File: config.mk
export PLATFORM = sky130hd
export DESIGN_NAME = ced_decoder
export DESIGN_NICKNAME = d
export VERILOG_FILES = /design/src/logic/ced_pkg.sv /design/src/logic/ced_decoder.sv
export VERILOG_INCLUDE_DIRS = /design/src /design/src/logic
export SDC_FILE = /design/constraint.sdc
export NUM_CORES = 1
export LEC_CHECK = 0
export ABC_AREA = 1
export BUFFER_PORTS_ARGS = -buffer_cell sky130_fd_sc_hd__buf_2
export CAP_MARGIN = 25
export CORE_MARGIN = 3
export CORE_UTILIZATION = 45
export DETAILED_ROUTE_END_ITERATION = 12
export GPL_ROUTABILITY_DRIVEN = 1
export HOLD_SLACK_MARGIN = 0.12
export PLACE_DENSITY = 0.66
export SLEW_MARGIN = 20
export SYNTH_ARGS = -nofsm -noshare
export SYNTH_HDL_FRONTEND = slang
export SYNTH_SLANG_ARGS = --single-unit
File: constraint.sdc
create_clock -name clk_sys -period 7.9 [get_ports clk_sys]
set_input_delay 1.58 -clock clk_sys [delete_from_list [all_inputs] [get_ports clk_sys]]
set_output_delay 1.58 -clock clk_sys [all_outputs]
set_load 0.05 [all_outputs]
File: src/logic/ced_regs.svh
// Named constants for the configuration entry decoder: tuple codes, field
// positions and limits.
// Assumes it is included once per compilation unit by its bare name.
`ifndef CED_REGS_SVH
`define CED_REGS_SVH

// Tuple codes seen in the structure, and the configuration link minimum.
`define CED_CODE_NULL 8'h00
`define CED_CODE_ENTRY 8'h05
`define CED_CODE_CONFIG 8'h1A
`define CED_CODE_END 8'hFF
`define CED_SUB_END 8'hFF
`define CED_CFG_LINK_MIN 8'h05

// Feature select byte fields.
`define CED_FS_POWER 1:0
`define CED_FS_RSV_A 2
`define CED_FS_IO 3
`define CED_FS_IRQ 4
`define CED_FS_MEM 5
`define CED_FS_RSV_B 6
`define CED_FS_MISC 7

// Register map bytes.
`define CED_IO_MAP 5:1
`define CED_IO_RSV_LO 0
`define CED_IO_RSV_HI 7:6
`define CED_MEM_MAP 7:1
`define CED_MEM_RSV 0

// Interrupt descriptor fields and the extra mask bytes that follow it.
`define CED_IRQ_MASK 4
`define CED_IRQ_LEVEL 5
`define CED_IRQ_PULSE 6
`define CED_IRQ_MASK_BYTES 2'h2

// Miscellaneous feature bytes.
`define CED_EXT 7
`define CED_MISC_CMD 5:0
`define CED_MISC_FB2B 6
`define CED_MISC_PWM 0
`define CED_MISC_BIN 1
`define CED_MISC_WAKE 2
`define CED_MISC_RSV 6:3
`define CED_MISC_VAL 6:0
`define CED_THERMAL_MAX 7'h63
`define CED_MISC_CMD_IDX 3'h0
`define CED_MISC_CAP_IDX 3'h1
`define CED_MISC_MAJ_IDX 3'h2
`define CED_MISC_MIN_IDX 3'h3
`define CED_MISC_LAST_IDX 3'h4

// Index byte field.
`define CED_INDEX_NUM 5:0

`endif

File: src/logic/ced_pkg.sv
// Types shared by the configuration entry decoder.
// Assumes the constants header is compiled alongside.
package ced_pkg;

    typedef enum logic [3:0] {
        CED_S_CODE = 4'h0,
        CED_S_LINK = 4'h1,
        CED_S_INDEX = 4'h2,
        CED_S_FSEL = 4'h3,
        CED_S_PWRSEL = 4'h4,
        CED_S_PWRVAL = 4'h5,
        CED_S_IO = 4'h6,
        CED_S_IRQ = 4'h7,
        CED_S_MEM = 4'h8,
        CED_S_MISC = 4'h9,
        CED_S_STCODE = 4'hA,
        CED_S_STLINK = 4'hB,
        CED_S_STBODY = 4'hC,
        CED_S_SKIP = 4'hD,
        CED_S_DONE = 4'hE
    } ced_state_t;

    typedef logic [7:0] ced_byte_t;

endpackage

File: src/logic/ced_decoder.sv
// Configuration entry decoder: walks the tuple chain one byte at a time and
// decodes the trailing fields of each configuration table entry.
// Assumes the host drives the byte stream from the same clock domain.
`timescale 1ns/10ps
`include "ced_regs.svh"

// Notes on behaviour
// [RULE_01] I/O map byte bits one to five mark I/O BARs; others reserved.
// [RULE_02] Every I/O space must also be reachable through a memory BAR.
// [RULE_03] I/O BARs sit directly before the single memory BAR mapping them.
// [RULE_04] With interrupts selected, level flag is one and pulse flag zero.
// [RULE_05] Memory map byte bits one to seven mark memory BARs; bit zero reserved.
// [RULE_06] A used expansion ROM BAR appears in the memory bitmap.
// [RULE_07] Misc bytes: extension flag set on all but last, cleared on last.
// [RULE_08] Trailing misc bytes may be dropped; last present byte ends chain.
// [RULE_09] Host copies first misc byte bits into its command register.
// [RULE_10] First misc byte bit six reports fast back-to-back, not a command.
// [RULE_11] Second misc byte: bits three to six reserved zero; capability flags below.
// [RULE_12] Audio flags say whether PWM and binary audio can be supplied.
// [RULE_13] Wakeup flag is read-only: one supports wakeup, zero does not.
// [RULE_14] Third misc byte holds integer thermal part; its bit seven is one.
// [RULE_15] Fourth misc byte holds thermal hundredths; bit seven extends further.
// [RULE_16] Each thermal part must be at most 63h; larger values are invalid.
// [RULE_17] Host keeps reading misc bytes until one has extension flag clear.
// [RULE_18] Subtuples in code-link-body form fill the entry after its fields.
// [RULE_19] With no configuration tuple the host assumes a memory-only card.
// [RULE_20] At most one configuration tuple; a second one is flagged.
// [RULE_21] Configuration tuple code is 1Ah and its link is at least five.
// [RULE_22] Host may configure, leave unconfigured, or reject the card.
// [RULE_23] Optional fields follow feature select bit order, bit zero first.
// [RULE_24] Absent misc field means every misc feature bit reads zero.
// [RULE_25] Nonzero reserved bits in maps or misc bytes flag a malformed entry.
// [RULE_26] One byte per clock under valid and ready; reset clears outputs.
module ced_decoder (
    // Clock and reset
    input wire logic clk_sys,
    input wire logic reset,
    // Scan control
    input wire logic scanStart,
    output logic scanDone,
    output logic memoryOnly,
    output logic configDuplicate,
    output logic configLinkShort,
    // Descriptor byte stream
    input wire logic byteValid,
    input wire ced_pkg::ced_byte_t byteData,
    output logic byteReady,
    // Decoded entry
    output logic entryDone,
    output logic [5:0] entryIndex,
    output logic [4:0] ioBarMap,
    output logic [6:0] memBarMap,
    output logic irqPresent,
    output logic irqModeError,
    output logic barOrderError,
    output logic [5:0] commandHints,
    output logic fastBackToBack,
    output logic audioPwm,
    output logic audioBinary,
    output logic wakeupSupport,
    output logic [6:0] thermalMajor,
    output logic [6:0] thermalMinor,
    output logic thermalInvalid,
    output logic [2:0] miscByteCount,
    output logic [3:0] subtupleCount,
    output logic malformed
);
    import ced_pkg::*;

    typedef struct packed {
        ced_state_t st;
        logic [7:0] rem;
        logic isEntry;
        logic isConfig;
        logic [7:0] fsel;
        logic [1:0] pwrLeft;
        logic [2:0] valLeft;
        logic [1:0] irqSkip;
        logic [2:0] miscIdx;
        logic [7:0] stLeft;
        logic ready;
        logic scanDone;
        logic memoryOnly;
        logic cfgSeen;
        logic cfgDup;
        logic cfgLinkShort;
        logic entryDone;
        logic [5:0] entryIdx;
        logic [4:0] ioMap;
        logic [6:0] memMap;
        logic irqSeen;
        logic irqModeErr;
        logic barOrderErr;
        logic [5:0] cmdHints;
        logic fb2b;
        logic pwm;
        logic bin;
        logic wake;
        logic [6:0] thMaj;
        logic [6:0] thMin;
        logic thBad;
        logic [3:0] subCount;
        logic malformed;
    } ced_regs_t;

    ced_regs_t s;
    ced_regs_t next_s;

    // Picks the first present field at or after the given position.
    function automatic ced_state_t nextField(input logic [7:0] fs, input logic [2:0] from);
        ced_state_t r;
        r = CED_S_STCODE;
        if (from <= 3'h4 && fs[`CED_FS_MISC]) begin
            r = CED_S_MISC;
        end
        if (from <= 3'h3 && fs[`CED_FS_MEM]) begin
            r = CED_S_MEM;
        end
        if (from <= 3'h2 && fs[`CED_FS_IRQ]) begin
            r = CED_S_IRQ;
        end
        if (from <= 3'h1 && fs[`CED_FS_IO]) begin
            r = CED_S_IO;
        end
        if (from == 3'h0 && fs[`CED_FS_POWER] != 2'h0) begin
            r = CED_S_PWRSEL;
        end
        return r;
    endfunction

    // Counts the parameter values announced by a power select byte.
    function automatic logic [2:0] popCount(input logic [6:0] v);
        logic [2:0] c;
        c = 3'h0;
        for (int i = 0; i < 7; i++) begin
            c = c + {2'h0, v[i]};
        end
        return c;
    endfunction

    // Each I/O BAR must be followed by another I/O BAR or by the memory BAR
    // that maps the whole run, and no BAR may be both at once.
    function automatic logic barOrderOk(input logic [4:0] io, input logic [6:0] mem);
        logic [6:0] io7;
        logic ok;
        io7 = {2'h0, io};
        ok = 1'b1;
        for (int i = 0; i < 5; i++) begin
            if (io7[i] && (mem[i] || !(io7[i + 1] || mem[i + 1]))) begin
                ok = 1'b0;
            end
        end
        return ok;
    endfunction

    always_comb begin
        next_s = s;
        next_s.ready = 1'b1;
        next_s.entryDone = 1'b0;
        next_s.scanDone = 1'b0;
        if (scanStart) begin
            next_s.st = CED_S_CODE;
            next_s.cfgSeen = 1'b0;
            next_s.cfgDup = 1'b0;
            next_s.cfgLinkShort = 1'b0;
            next_s.memoryOnly = 1'b0;
        // [RULE_26] Byte handshake accept.
        end else if (byteValid && s.ready) begin
            if (s.st != CED_S_CODE && s.st != CED_S_LINK && s.st != CED_S_DONE) begin
                next_s.rem = s.rem - 8'h01;
            end
            unique case (s.st)
                CED_S_CODE: begin
                    if (byteData == `CED_CODE_END) begin
                        // [RULE_19] Memory-only report.
                        next_s.memoryOnly = !s.cfgSeen;
                        next_s.scanDone = 1'b1;
                        next_s.st = CED_S_DONE;
                    end else if (byteData != `CED_CODE_NULL) begin
                        next_s.isEntry = (byteData == `CED_CODE_ENTRY);
                        next_s.isConfig = (byteData == `CED_CODE_CONFIG);
                        // [RULE_20] Duplicate configuration tuple.
                        if (byteData == `CED_CODE_CONFIG) begin
                            next_s.cfgDup = s.cfgDup | s.cfgSeen;
                            next_s.cfgSeen = 1'b1;
                        end
                        next_s.st = CED_S_LINK;
                    end
                end
                CED_S_LINK: begin
                    next_s.rem = byteData;
                    // [RULE_21] Configuration link minimum.
                    if (s.isConfig && byteData < `CED_CFG_LINK_MIN) begin
                        next_s.cfgLinkShort = 1'b1;
                    end
                    if (byteData == 8'h00) begin
                        next_s.st = CED_S_CODE;
                    end else if (s.isEntry) begin
                        next_s.st = CED_S_INDEX;
                    end else begin
                        next_s.st = CED_S_SKIP;
                    end
                end
                CED_S_INDEX: begin
                    // [RULE_24] Absent fields read zero.
                    next_s.entryIdx = byteData[`CED_INDEX_NUM];
                    next_s.ioMap = 5'h0;
                    next_s.memMap = 7'h0;
                    next_s.irqSeen = 1'b0;
                    next_s.irqModeErr = 1'b0;
                    next_s.barOrderErr = 1'b0;
                    next_s.cmdHints = 6'h0;
                    next_s.fb2b = 1'b0;
                    next_s.pwm = 1'b0;
                    next_s.bin = 1'b0;
                    next_s.wake = 1'b0;
                    next_s.thMaj = 7'h0;
                    next_s.thMin = 7'h0;
                    next_s.thBad = 1'b0;
                    next_s.miscIdx = 3'h0;
                    next_s.irqSkip = 2'h0;
                    next_s.subCount = 4'h0;
                    next_s.malformed = 1'b0;
                    next_s.st = CED_S_FSEL;
                end
                CED_S_FSEL: begin
                    next_s.fsel = byteData;
                    next_s.pwrLeft = byteData[`CED_FS_POWER];
                    if (byteData[`CED_FS_RSV_A] || byteData[`CED_FS_RSV_B]) begin
                        next_s.malformed = 1'b1;
                    end
                    // [RULE_23] Field order walk.
                    next_s.st = nextField(byteData, 3'h0);
                end
                CED_S_PWRSEL: begin
                    next_s.valLeft = popCount(byteData[6:0]);
                    if (byteData[6:0] != 7'h0) begin
                        next_s.st = CED_S_PWRVAL;
                    end else begin
                        next_s.pwrLeft = s.pwrLeft - 2'h1;
                        next_s.st = (s.pwrLeft == 2'h1) ? nextField(s.fsel, 3'h1) : CED_S_PWRSEL;
                    end
                end
                CED_S_PWRVAL: begin
                    // Extension bytes of a value keep the count where it is.
                    if (!byteData[`CED_EXT]) begin
                        next_s.valLeft = s.valLeft - 3'h1;
                        if (s.valLeft == 3'h1) begin
                            next_s.pwrLeft = s.pwrLeft - 2'h1;
                            next_s.st = (s.pwrLeft == 2'h1) ? nextField(s.fsel, 3'h1) : CED_S_PWRSEL;
                        end
                    end
                end
                CED_S_IO: begin
                    // [RULE_01] I/O bitmap capture.
                    next_s.ioMap = byteData[`CED_IO_MAP];
                    // [RULE_25] Reserved map bits.
                    if (byteData[`CED_IO_RSV_LO] || byteData[`CED_IO_RSV_HI] != 2'h0) begin
                        next_s.malformed = 1'b1;
                    end
                    next_s.st = nextField(s.fsel, 3'h2);
                end
                CED_S_IRQ: begin
                    if (s.irqSkip != 2'h0) begin
                        next_s.irqSkip = s.irqSkip - 2'h1;
                        if (s.irqSkip == 2'h1) begin
                            next_s.st = nextField(s.fsel, 3'h3);
                        end
                    end else begin
                        next_s.irqSeen = 1'b1;
                        // [RULE_04] Level mode only.
                        next_s.irqModeErr = !byteData[`CED_IRQ_LEVEL] || byteData[`CED_IRQ_PULSE];
                        if (byteData[`CED_IRQ_MASK]) begin
                            next_s.irqSkip = `CED_IRQ_MASK_BYTES;
                        end else begin
                            next_s.st = nextField(s.fsel, 3'h3);
                        end
                    end
                end
                CED_S_MEM: begin
                    // [RULE_05] Memory bitmap capture.
                    // [RULE_06] ROM BAR included.
                    next_s.memMap = byteData[`CED_MEM_MAP];
                    if (byteData[`CED_MEM_RSV]) begin
                        next_s.malformed = 1'b1;
                    end
                    next_s.st = nextField(s.fsel, 3'h4);
                end
                CED_S_MISC: begin
                    unique case (s.miscIdx)
                        `CED_MISC_CMD_IDX: begin
                            // [RULE_09] Command hints out.
                            next_s.cmdHints = byteData[`CED_MISC_CMD];
                            // [RULE_10] Fast back-to-back status.
                            next_s.fb2b = byteData[`CED_MISC_FB2B];
                        end
                        `CED_MISC_CAP_IDX: begin
                            // [RULE_11] Reserved capability bits.
                            if (byteData[`CED_MISC_RSV] != 4'h0) begin
                                next_s.malformed = 1'b1;
                            end
                            // [RULE_12] Audio capability flags.
                            next_s.pwm = byteData[`CED_MISC_PWM];
                            next_s.bin = byteData[`CED_MISC_BIN];
                            // [RULE_13] Wakeup capability.
                            next_s.wake = byteData[`CED_MISC_WAKE];
                        end
                        `CED_MISC_MAJ_IDX: begin
                            // [RULE_14] Integer thermal part.
                            next_s.thMaj = byteData[`CED_MISC_VAL];
                            if (!byteData[`CED_EXT]) begin
                                next_s.malformed = 1'b1;
                            end
                            // [RULE_16] Thermal range check.
                            if (byteData[`CED_MISC_VAL] > `CED_THERMAL_MAX) begin
                                next_s.thBad = 1'b1;
                            end
                        end
                        `CED_MISC_MIN_IDX: begin
                            // [RULE_15] Hundredths thermal part.
                            next_s.thMin = byteData[`CED_MISC_VAL];
                            if (byteData[`CED_MISC_VAL] > `CED_THERMAL_MAX) begin
                                next_s.thBad = 1'b1;
                            end
                        end
                        default: begin
                            // Later bytes carry no defined features yet.
                        end
                    endcase
                    if (s.miscIdx != `CED_MISC_LAST_IDX) begin
                        next_s.miscIdx = s.miscIdx + 3'h1;
                    end
                    // [RULE_07] Extension chain end.
                    // [RULE_08] Shortened chain accepted.
                    if (!byteData[`CED_EXT]) begin
                        next_s.st = CED_S_STCODE;
                    end
                end
                CED_S_STCODE: begin
                    // [RULE_18] Subtuple walk.
                    next_s.subCount = s.subCount + 4'h1;
                    next_s.st = (byteData == `CED_SUB_END) ? CED_S_SKIP : CED_S_STLINK;
                end
                CED_S_STLINK: begin
                    next_s.stLeft = byteData;
                    // A subtuple must not run past the end of its entry.
                    if (byteData > s.rem - 8'h01) begin
                        next_s.malformed = 1'b1;
                    end
                    next_s.st = (byteData == 8'h00) ? CED_S_STCODE : CED_S_STBODY;
                end
                CED_S_STBODY: begin
                    next_s.stLeft = s.stLeft - 8'h01;
                    if (s.stLeft == 8'h01) begin
                        next_s.st = CED_S_STCODE;
                    end
                end
                CED_S_SKIP: begin
                    // Body of a tuple this block does not decode.
                end
                CED_S_DONE: begin
                    // Chain ended; bytes are consumed and ignored.
                end
            endcase
            if (s.st != CED_S_CODE && s.st != CED_S_LINK && s.st != CED_S_DONE && s.rem == 8'h01) begin
                next_s.st = CED_S_CODE;
                if (s.isEntry) begin
                    next_s.entryDone = 1'b1;
                    // [RULE_02] I/O memory-mapped too.
                    // [RULE_03] BAR ordering check.
                    next_s.barOrderErr = !barOrderOk(next_s.ioMap, next_s.memMap);
                end
            end
        end
    end

    // [RULE_26] Synchronous clear.
    always_ff @(posedge clk_sys) begin
        if (reset) begin
            s <= '0;
        end else begin
            s <= next_s;
        end
    end

    assign byteReady = s.ready;
    assign scanDone = s.scanDone;
    assign memoryOnly = s.memoryOnly;
    assign configDuplicate = s.cfgDup;
    assign configLinkShort = s.cfgLinkShort;
    assign entryDone = s.entryDone;
    assign entryIndex = s.entryIdx;
    assign ioBarMap = s.ioMap;
    assign memBarMap = s.memMap;
    assign irqPresent = s.irqSeen;
    assign irqModeError = s.irqModeErr;
    assign barOrderError = s.barOrderErr;
    assign commandHints = s.cmdHints;
    assign fastBackToBack = s.fb2b;
    assign audioPwm = s.pwm;
    assign audioBinary = s.bin;
    assign wakeupSupport = s.wake;
    assign thermalMajor = s.thMaj;
    assign thermalMinor = s.thMin;
    assign thermalInvalid = s.thBad;
    assign miscByteCount = s.miscIdx;
    assign subtupleCount = s.subCount;
    assign malformed = s.malformed;

endmodule

==> key figures, run 1 <==
Outcome
  – Outcome: finished, final reports clean

GRT
  – Initial antenna violation count: 0
  – Largest net degree at the start of global routing: between 40 and 50
  – All-Layer GR Usage: 22.57%
  – Vias in the first global route: slightly above 5000
  – GRT Residual Overflow: 0
  – First-pass GRT wire length: between 20000 and 30000 um

Power and ir drop
  – Leak: 0.002926 uW
  – Combinational Power Share: 9.6%
  – Clock power share: between 40% and 50%
  – Cell Int Power: 755.9 uW
  – Pwr/cell area: 166.2 mW/mm^2
  – Peak VDD IR: 0.1263 mV
  – Switching share of power: ~27%
  – Reg power frac: a little under half
  – Pwr Total: 1037 uW
  – Net Sw Power: between 200 and 300 uW

Floorplan
  – # rows: 40
  – Floorplan core area: 0.01226 mm^2
  – I/O pin total: 72
  – Die H: 119.2 um
  – Initial Util: 47.04%
  – DIE AREA: 0.01421 mm^2
  – Die width: around 120 um

Worst hold path
  – Min-Delay Path Depth: 2
  – Hold path start: malformed$_SDFFE_PP0P_
  – Min-Delay Path Class: reg -> reg

Cells and area
  – Synth-to-Final Area Change: 8.113%
  – Design area: 0.006236 mm^2
  – Share of cells above drive strength 1: 11.82%
  – Antenna cell count: 0
  – Final #Nets: 936
  – Non-filler instance count after layout: about 1100

Routing
  – Remaining antenna violation count: 0
  – DR vias/cell: 5.069
  – WL per Instance: 14.82 um
  – Top Metal Used: met4
  – DRT met1 WL: 7325 um
  – Initial detailed-routing violation count: slightly below 500
  – Residual DRC count: 0
  – DR pass1 iterations: 5
  – WL final: 15780 um
  – Met2 WL: 7071 um
  – Via count: between 5000 and 6000
  – Met3 wire length: 1124 um

Worst setup path
  – Worst r2r src: s[95]$_SDFFE_PP0P_
  – Kind of critical path: in -> reg
  – Critical path startpoint: byteData[3]
  – Worst setup EP type: flip-flop
  – Data arrival time of the worst path: 4.32 ns
  – Critical Path RT: 8.13 ns
  – Crit path max fanout: 9
  – R2R depth: 9
  – Setup crit start kind: primary input

Synthesis
  – Post-synth top area share: 32.62%
  – Synth area leader: dfxtp_1
  – Synthesized instance count: 872
  – Cell Area, Synth: 0.005768 mm^2
  – Yosys Warn Count: 0
  – Post-synth ARST share: 0%
  – Cell variety after synth: 32
  – Sequential element share of the synthesized area: 32.62%
  – Synthesis-stage register bit count: between 90 and 100
  – Area contributors post-synth: dfxtp_1 (33%), nand2_1 (12%), nor2_1 (8.1%)
  – Synth Net Count: 916
  – Ys flop type: dfxtp_1
  – Avg Inst Size Synth: 6.615 um^2
  – Commonest cells post-synth: nand2_1 (189), nor2_1 (124), inv_1 (101), dfxtp_1 (94), a21oi_1 (76)
  – EDFF count, synth: 0
  – Most common cell in the netlist: nand2_1

STA
  – Fin crit period: slightly above 4 ns
  – Setup TNS: 0 ns
  – Final hold vios: 0
  – Final worst slack: about 3.8 ns
  – Peak Freq: 244.2 MHz
  – Worst rel slew slack: 34.06%
  – Final setup violation count: 0
  – Fin crit share: 51.83%
  – Least-Margin Pin Slew: 0.9855 ns
  – RSZ-0062 raised after global routing: false
  – Slew Limit Fails: 0
  – Clk_skew: 0.009256 ns

Place
  – Placed insts: about 1000
  – Port bufs: 71
  – Placed Area: 0.005929 mm^2
  – Final HPWL DP: 11760 um
  – Pre-CTS setup slack: roughly 3.5 ns
  – GPL Wtd Cong: 0.9635

Clock tree
  – Inserted Clock Buffers: 9
  – Root Buffer: clkbuf_16
  – Worst-skew pair later-pin latency: between 0.3 and 0.4 ns
  – Bufs on Longest Clock Path: 2
  – CTS Hold Buffers Added: 0
  – CTS tree: yes
  – H-tree Lvls: 3
  – Clock transition at path regs: 0.07 ns
  – Cts repair resizes: 0
  – Sink Count: 94
  – Setup bufs post-CTS: 0

Run
  – MaxCap Viol Count: 0
## critical path, cell delays in order
cell,delay (ns)
buf_2,0.19
clkinv_1,0.34
fa_1,0.55
fa_1,0.49
inv_1,0.05
fa_1,0.38
fa_1,0.43
a211oi_1,0.24
a211oi_1,0.07
## stage by stage
step | hold WS, ns | util, %
2_1_floorplan | 0.4331 | -
3_3_place_gp | 0.4386 | 48.36
3_5_place_dp | 0.4469 | 48.36
4_1_cts | 0.4585 | 50.86
5_1_grt | 0.4831 | 50.86
6_report | 0.4581 | 50.86
## cell usage in the layout (no fill, tap or decap), types with 4 or more instances in the layout
cell	instances
dfxtp_1	94
a21oi_1	76
ha_1	28
nand3b_1	4
clkbuf_16	9
nor2_2	4
o21ai_1	4
buf_2	71
o21ai_2	4
o21ai_0	69
nand2_1	189
a211oi_1	10
a31oi_1	5
nand3_1	46
nor3_1	7
inv_1	101
o211ai_1	5
nand4_1	8
nor2_1	124
xor2_1	6
fa_1	4
## worst paths after layout
kind	to	slack [ns]
setup / recovery	s[72]$_SDFFE_PP0P_	3.81
hold / removal	malformed$_SDFFE_PP0P_	0.46
setup reg to reg	s[64]$_SDFFE_PP0P_	5.24
hold reg to reg	malformed$_SDFFE_PP0P_	0.46
## logic make-up (layout without fill, tap and decap cells)
logic type      Yosys count  after routing  synth area share, %
fa+ha+maj                32             32                7.462
xor+xnor                  7              7                1.063
flops                    94             94                32.62
simple gates            389            389                27.74
buf+inv                 172            197                14.36
compound gates          178            178                16.75
## power groups by stage
| stage | clock (uW) | sequential, uW | combinational, uW |
|---|---|---|---|
| detailed placement | 0 | 492 | 98.2 |
| floorplan | 0 | 492 | 71.6 |
| finish | 457 | 481 | 99.3 |
| CTS | 462 | 481 | 98.9 |
| global placement | 0 | 492 | 97.9 |
| global route | 480 | 481 | 113 |
## sequential cells by signal, summed over array words and instances, names as in the netlist, 3 cells and up
| register | count |
|---|---|
| miscByteCount | 3 |
| commandHints | 6 |
| entryIndex | 6 |
| memBarMap | 7 |
| thermalMinor | 7 |
| subtupleCount | 4 |
| ioBarMap | 5 |
| thermalMajor | 7 |
| s | 34 |
## area by class of cell
type,instances,area (um^2)
Timing Repair Buffer,74,377.9
Multi-Input combinational cell,606,3058
Inverter,107,401.6
Fill cell,1266,6026
Clock buffer,9,225.2
Clock inverter,7,81.33
Tap cell,168,210.2
Sequential cell,94,1882
## metal layers
metal | global-route usage [%] | vias up
met4 | 6.083 | 0
met5 | 0 | -
met3 | 6.078 | 22
met2 | 35.36 | 169
li1 | - | 2812
met1 | 30.67 | 2395
Power figures use the tool's default switching activity.
==> run 2, diff against run 1 <==
--- a/config.mk
+++ b/config.mk
@@ -14,7 +14,7 @@
 export DETAILED_ROUTE_END_ITERATION = 12
 export GPL_ROUTABILITY_DRIVEN = 1
 export HOLD_SLACK_MARGIN = 0.12
-export PLACE_DENSITY = 0.66
+export PLACE_DENSITY = 0.69
 export SLEW_MARGIN = 20
 export SYNTH_ARGS = -nofsm -noshare
 export SYNTH_HDL_FRONTEND = slang
==> constraint.sdc (replaced) <==
create_clock -name clk_sys -period 3.6 [get_ports clk_sys]
set_input_delay 0.72 -clock clk_sys [delete_from_list [all_inputs] [get_ports clk_sys]]
set_output_delay 0.72 -clock clk_sys [all_outputs]
set_load 0.05 [all_outputs]
==> run 2 against run 1 <==
Effect of this change: hold slack worse by 0.0021 ns; largest cell class unchanged; register-to-register slack lost 3.9 ns; non-clock buffer count rose by 7; first-iteration DRC count decreased by 5.3%; global-route usage increased by 0.23 points; routed wire length up 1.8%; via count increased by 0.57%; clock skew about the same; clock power rose by 110%; worst setup slack got worse by 3.2 ns; critical path type unchanged; sequential cell count unchanged; largest power group unchanged; critical path depth stayed put.
==> key figures, run 2 (synthesis results as in run 1) <==
Worst setup path
  – CP max-delay cell: fa_1
  – Critical path's most frequent cell: fa_1
  – Data arrival time of the worst path: ~3.2 ns
  – Critical Path RT: roughly 3.8 ns
  – Top delay family on crit path: adder cells
  – Setup crit start kind: primary input
  – CP max stage delay: 0.50 ns
  – Buf/Inv on CP: 3
  – Crit path max fanout: 6
  – Critical path cell sequence: buf_2 > inv_1 > fa_1 > fa_1 > inv_1 > fa_1 > fa_1 > a211oi_1 > a211oi_1
  – Worst setup EP type: flip-flop
  – Kind of critical path: in -> reg

Power and ir drop
  – Pwr/cell area: about 360 mW/mm^2
  – Leak: 0.002954 uW
  – Peak VDD IR: 0.2862 mV
  – Pwr Total: 2251 uW

STA
  – RSZ-0062 raised after global routing: false
  – Slew Limit Fails: 0
  – Clk_skew: 0.009570 ns
  – Fin crit share: 82.16%
  – Least-Margin Pin Slew: between 0.9 and 1 ns
  – Setup TNS: 0 ns
  – Worst rel slew slack: 33.31%
  – Peak Freq: 338.1 MHz
  – WHS: approximately 0.46 ns
  – Final setup violation count: 0
  – Final hold vios: 0
  – Fin crit period: 2.958 ns

Clock tree
  – CTS tree: yes
  – CTS Hold Buffers Added: 0
  – Setup bufs post-CTS: 0
  – Root Buffer: clkbuf_16
  – Bufs on Longest Clock Path: 2
  – Cts repair resizes: 0
  – Sink Count: 94
  – H-tree Lvls: 3
  – Inserted Clock Buffers: 9
  – Clock transition at path regs: 0.08 ns
  – Worst-skew pair later-pin latency: roughly 0.36 ns

Cells and area
  – Commonest non-fill, non-tap cell in the layout: nand2_1
  – Antenna cell count: 0
  – Share of cells above drive strength 1: 12.50%
  – Fill count: approximately 1300
  – Commonest non-fill, non-tap cells in the layout: nand2_1 (189), nor2_1 (124), inv_1 (101), dfxtp_1 (94), a21oi_1 (76)
  – Synth-to-Final Area Change: 8.872%
  – Final #Nets: 943
  – Largest Register: s
  – Max reg flops: 34

GRT
  – Initial antenna violation count: 0
  – GRT Residual Overflow: 0
  – All-Layer GR Usage: 22.80%
  – Largest net degree at the start of global routing: 43
  – Vias in the first global route: 5034
  – First-pass GRT wire length: 25900 um

Routing
  – Residual DRC count: 0
  – DR vias/cell: roughly 5.1
  – WL final: around 16000 um
  – WL per Instance: 14.99 um
  – Remaining antenna violation count: 0
  – DR pass1 iterations: 5
  – Via count: 5429
  – Initial detailed-routing violation count: between 400 and 500

Floorplan
  – Initial Util: ~47%
  – DIE AREA: 0.01421 mm^2
  – Die H: between 100 and 150 um
  – # rows: 40
  – I/O pin total: 72
  – Floorplan core area: around 0.012 mm^2
  – Die width: 119.2 um

Place
  – GPL Wtd Cong: roughly 1
  – Final HPWL DP: 11940 um
  – Port bufs: 71

Outcome
  – Outcome: finished, final reports clean

Worst hold path
  – Min-Delay Path Class: reg -> reg

Run
  – MaxCap Viol Count: 0
[run 2: changes by cell type in the layout (fill, tap and decap cells not counted), sizes merged]
cell	previous run	this run
clkinv	7	4
clkinvlp	0	1
inv	106	109
buf	74	81
bufinv	1	0
[run 2: tightest hold or removal path, cell delays in order (launching register included)]
cell,delay (ns)
dfxtp_1,0.31
nand2_1,0.06
a21oi_1,0.05
[run 2: worst paths after layout]
check / cells past startpoint / endpoint / slack, ns / startpoint
worst max-delay path: 9 / s[72]$_SDFFE_PP0P_ / 0.64 / byteData[0]
worst min-delay path: 2 / irqPresent$_SDFFE_PP0P_ / 0.46 / irqPresent$_SDFFE_PP0P_
worst max register to register: 9 / barOrderError$_SDFFE_PP0P_ / 1.30 / s[95]$_SDFFE_PP0P_
worst min register to register: 2 / irqPresent$_SDFFE_PP0P_ / 0.46 / irqPresent$_SDFFE_PP0P_
[run 2: layout make-up]
| type | count | area [um^2] | share of cell area (%) |
|---|---|---|---|
| clock buffers | 9 | 225.2 | 3.586 |
| repair buffers | 81 | 430.4 | 6.854 |
| clock inverters | 7 | 72.57 | 1.156 |
| well taps | 168 | 210.2 | 3.347 |
| flip-flops and latches | 94 | 1882 | 29.97 |
| multi-input cells | 606 | 3058 | 48.69 |
| inverters | 107 | 401.6 | 6.396 |
[run 2: routing by layer]
metal	up-vias	part of all wire [%]	track usage, %	routed length, um
li1	2829	-	-	-
met1	2435	48	32.01	7722
met2	149	45	35.68	7207
met3	16	5.8	4.368	935
met4	0	1.2	6.445	199
met5	-	0	0	0
[run 2: per-stage QoR]
stage / util (%) / worst slack [ns] / cells / area, um^2
5_1_grt: 51.21 / 0.5712 / 1072 / 6280
3_5_place_dp: 48.79 / 0.2652 / 1056 / 5982
2_1_floorplan: - / 0.3670 / 872 / 5768
6_report: 51.21 / 0.6424 / 1072 / 6280
3_3_place_gp: 48.79 / 0.3509 / 1056 / 5982
4_1_cts: 51.21 / 0.6522 / 1072 / 6280
[run 2: power breakdown]
part	total, uW	switching, uW	internal, uW
logic	228	162	66.6
clock network	968	474	494
registers	1050	7.32	1050
==> run 3, diff against run 2 <==
--- a/config.mk
+++ b/config.mk
@@ -6,7 +6,7 @@
 export SDC_FILE = /design/constraint.sdc
 export NUM_CORES = 1
 export LEC_CHECK = 0
-export ABC_AREA = 1
+export ABC_AREA = 0
 export BUFFER_PORTS_ARGS = -buffer_cell sky130_fd_sc_hd__buf_2
 export CAP_MARGIN = 25
 export CORE_MARGIN = 3
==> constraint.sdc (replaced) <==
create_clock -name clk_sys -period 2.6 [get_ports clk_sys]
set_input_delay 0.52 -clock clk_sys [delete_from_list [all_inputs] [get_ports clk_sys]]
set_output_delay 0.52 -clock clk_sys [all_outputs]
set_load 0.05 [all_outputs]
==> run 3 against run 2 <==
Effect of this change: synthesized cell count fell by 13%; clock power increased by 38%; clock-buffer cell count did not move; critical path depth grew 2; die area up 5.4%; non-clock buffer count grew 48.
==> key figures, run 3 <==
Outcome
  – Outcome: finished, final reports clean

Synthesis
  – Avg Inst Size Synth: ~8 um^2
  – EDFF count, synth: 0
  – Most common cell in the netlist: nor2_1
  – Synth Net Count: 806
  – Post-synth top area share: between 30% and 40%
  – Cell Area, Synth: 0.006098 mm^2
  – Synthesized instance count: 762
  – Cell variety after synth: 81
  – Area contributors post-synth: dfxtp_1 (31%), nor2_1 (6.6%), mux2i_1 (6.1%)
  – Synthesis-stage register bit count: 94
  – Commonest cells post-synth: nor2_1 (107), dfxtp_1 (94), nand2_1 (59), a21oi_1 (53), buf_4 (48)
  – Post-synth ARST share: 0%
  – Ys flop type: dfxtp_1
  – Yosys Warn Count: 0
  – Sequential element share of the synthesized area: 30.86%
  – Synth area leader: dfxtp_1

Power and ir drop
  – Leak: 0.002842 uW
  – Cell Int Power: 2229 uW
  – Pwr/cell area: 452.4 mW/mm^2
  – Clock power share: 43.4%
  – Net Sw Power: 861.4 uW
  – Combinational Power Share: roughly a tenth
  – Reg power frac: a little under half
  – Peak VDD IR: 0.4054 mV
  – Switching share of power: 27.88%

Place
  – Port bufs: approximately 70
  – Pre-CTS setup slack: -0.3441 ns
  – Final HPWL DP: 13210 um
  – GPL Wtd Cong: 0.9312
  – Placed Area: 0.006534 mm^2

Cells and area
  – Synth-to-Final Area Change: 12.00%
  – Commonest non-fill, non-tap cells in the layout: nor2_1 (107), dfxtp_1 (94), buf_2 (71), nand2_1 (59), buf_4 (58)
  – Share of cells above drive strength 1: between 20% and 30%
  – Largest Register: s
  – Antenna cell count: 0
  – Design area: 0.006830 mm^2
  – Final #Nets: 851
  – Max reg flops: 34
  – Commonest non-fill, non-tap cell in the layout: nor2_1

Worst setup path
  – Kind of critical path: in -> reg
  – CP max stage delay: 0.53 ns
  – Critical path startpoint: byteData[0]
  – Top delay family on crit path: adder cells
  – Buf/Inv on CP: 3
  – Setup crit start kind: primary input
  – Worst r2r src: s[96]$_SDFFE_PP0P_
  – CP max-delay cell: fa_2
  – Critical Path RT: 2.90 ns
  – Data arrival time of the worst path: 2.84 ns
  – Worst setup EP type: flip-flop
  – Crit path max fanout: 2
  – Critical path cell sequence: buf_2 > inv_2 > fa_1 > fa_1 > inv_1 > fa_2 > fa_2 > nand2_1 > o21ai_1 > mux2i_1 > nor2_1

Floorplan
  – Die H: 122.4 um
  – # rows: between 40 and 50
  – Initial Util: a little under half
  – I/O pin total: 72
  – DIE AREA: 0.01498 mm^2
  – Floorplan core area: approximately 0.013 mm^2
  – Die width: 122.4 um

Worst hold path
  – Min-Delay Path Class: in -> reg
  – Hold path start: scanStart

Run
  – MaxCap Viol Count: 0

GRT
  – Largest net degree at the start of global routing: 27
  – Vias in the first global route: between 5000 and 6000
  – All-Layer GR Usage: roughly a quarter
  – First-pass GRT wire length: 28090 um
  – GRT Residual Overflow: 0
  – Initial antenna violation count: 0

Routing
  – Residual DRC count: 0
  – Remaining antenna violation count: 0
  – WL final: 17870 um
  – Via count: 5760
  – WL per Instance: 18.16 um
  – DR pass1 iterations: 5
  – DR vias/cell: 5.854
  – Initial detailed-routing violation count: 521

STA
  – WHS: 0.4806 ns
  – Slew Limit Fails: 0
  – Final worst slack: 0.06574 ns
  – Fin crit share: 97.47%
  – Peak Freq: between 300 and 400 MHz
  – Final hold vios: 0
  – Clk_skew: 0.009438 ns
  – Worst rel slew slack: 44.62%
  – Final setup violation count: 0
  – Fin crit period: around 2.5 ns
  – RSZ-0062 raised after global routing: false
  – Least-Margin Pin Slew: 0.8295 ns

Clock tree
  – Setup bufs post-CTS: 0
  – Bufs on Longest Clock Path: 2
  – Inserted Clock Buffers: 9
  – H-tree Lvls: 3
  – Worst-skew pair later-pin latency: 0.37 ns
  – Root Buffer: clkbuf_16
  – CTS Hold Buffers Added: 0
  – CTS tree: yes
  – Cts repair resizes: 0
  – Clock transition at path regs: about 0.070 ns
  – Sink Count: 94
==> run 3: cell types whose count changed in the layout (fill, tap and decap cells not counted), moves of 29 or more <==
| cell | before | now |
|---|---|---|
| inv_1 | 101 | 28 |
| nand3_1 | 46 | 17 |
| o21ai_0 | 69 | 23 |
| nand2_1 | 189 | 59 |
| buf_4 | 10 | 58 |
| mux2i_1 | 0 | 37 |
==> run 3: power groups by stage <==
stage                     clock network, uW  logic (uW)  registers (uW)
after detailed placement                  0         291            1490
after global placement                    0         284            1490
after floorplan                           0         195            1490
final                                  1340         296            1450
after CTS                              1370         293            1450
after global routing                   1420         320            1450
==> run 3: path summary, 6_finish.rpt <==
kind	slack, ns	to	cells after the start
max	0.07	s[72]$_SDFFE_PP0P_	11
min	0.48	s[94]$_SDFFE_PP0P_	4
max reg2reg	0.15	s[74]$_SDFFE_PP0P_	6
min reg2reg	0.48	memoryOnly$_SDFFE_PP0P_	2
==> run 3: cell families after synthesis <==
family | after synthesis | synth area share, %
flip-flops | 94 | 30.86
AND/OR/NAND/NOR | 282 | 22.88
adder cells (fa/ha/maj) | 32 | 7.058
multiplexers | 40 | 6.627
AO/OA/AOI/OAI | 180 | 20.05
XOR/XNOR | 8 | 1.149
buffers and inverters | 126 | 11.39
==> run 3: metal layers <==
layer | share of wire, % | wire [um] | vias up | GRT usage (%)
met5 | 0 | 0 | - | 0
met4 | 3.4 | 615 | 0 | 10.57
met3 | 7.9 | 1419 | 44 | 6.544
met2 | 44 | 7934 | 253 | 37.38
met1 | 44 | 7898 | 2726 | 31.61
li1 | - | - | 2737 | -
==> run 3: tightest hold or removal path, stage by stage <==
cell,delay [ns]
buf_2,0.10
nor2_1,0.05
nand3_1,0.07
o31ai_1,0.06
==> run 3: cell type report <==
cell class                 instances  area (um^2)
clock buffer                       9        225.2
clock inverter                     7        71.32
fill                            1263         6097
inverter                          31        118.9
multi-input combinational        542         3527
sequential                        94         1882
tap                              172        215.2
timing repair buffer             129        790.8
==> run 3: through the flow <==
stage | total power (uW) | instances | utilization, % | setup TNS, ns
after floorplan | 1681 | 762 | - | -0.6384
after global placement | 1771 | 968 | 50.54 | -0.4626
after detailed placement | 1778 | 968 | 50.54 | -0.5921
after CTS | 3110 | 984 | 52.84 | 0
after global routing | 3198 | 984 | 52.84 | 0
final | 3090 | 984 | 52.84 | 0
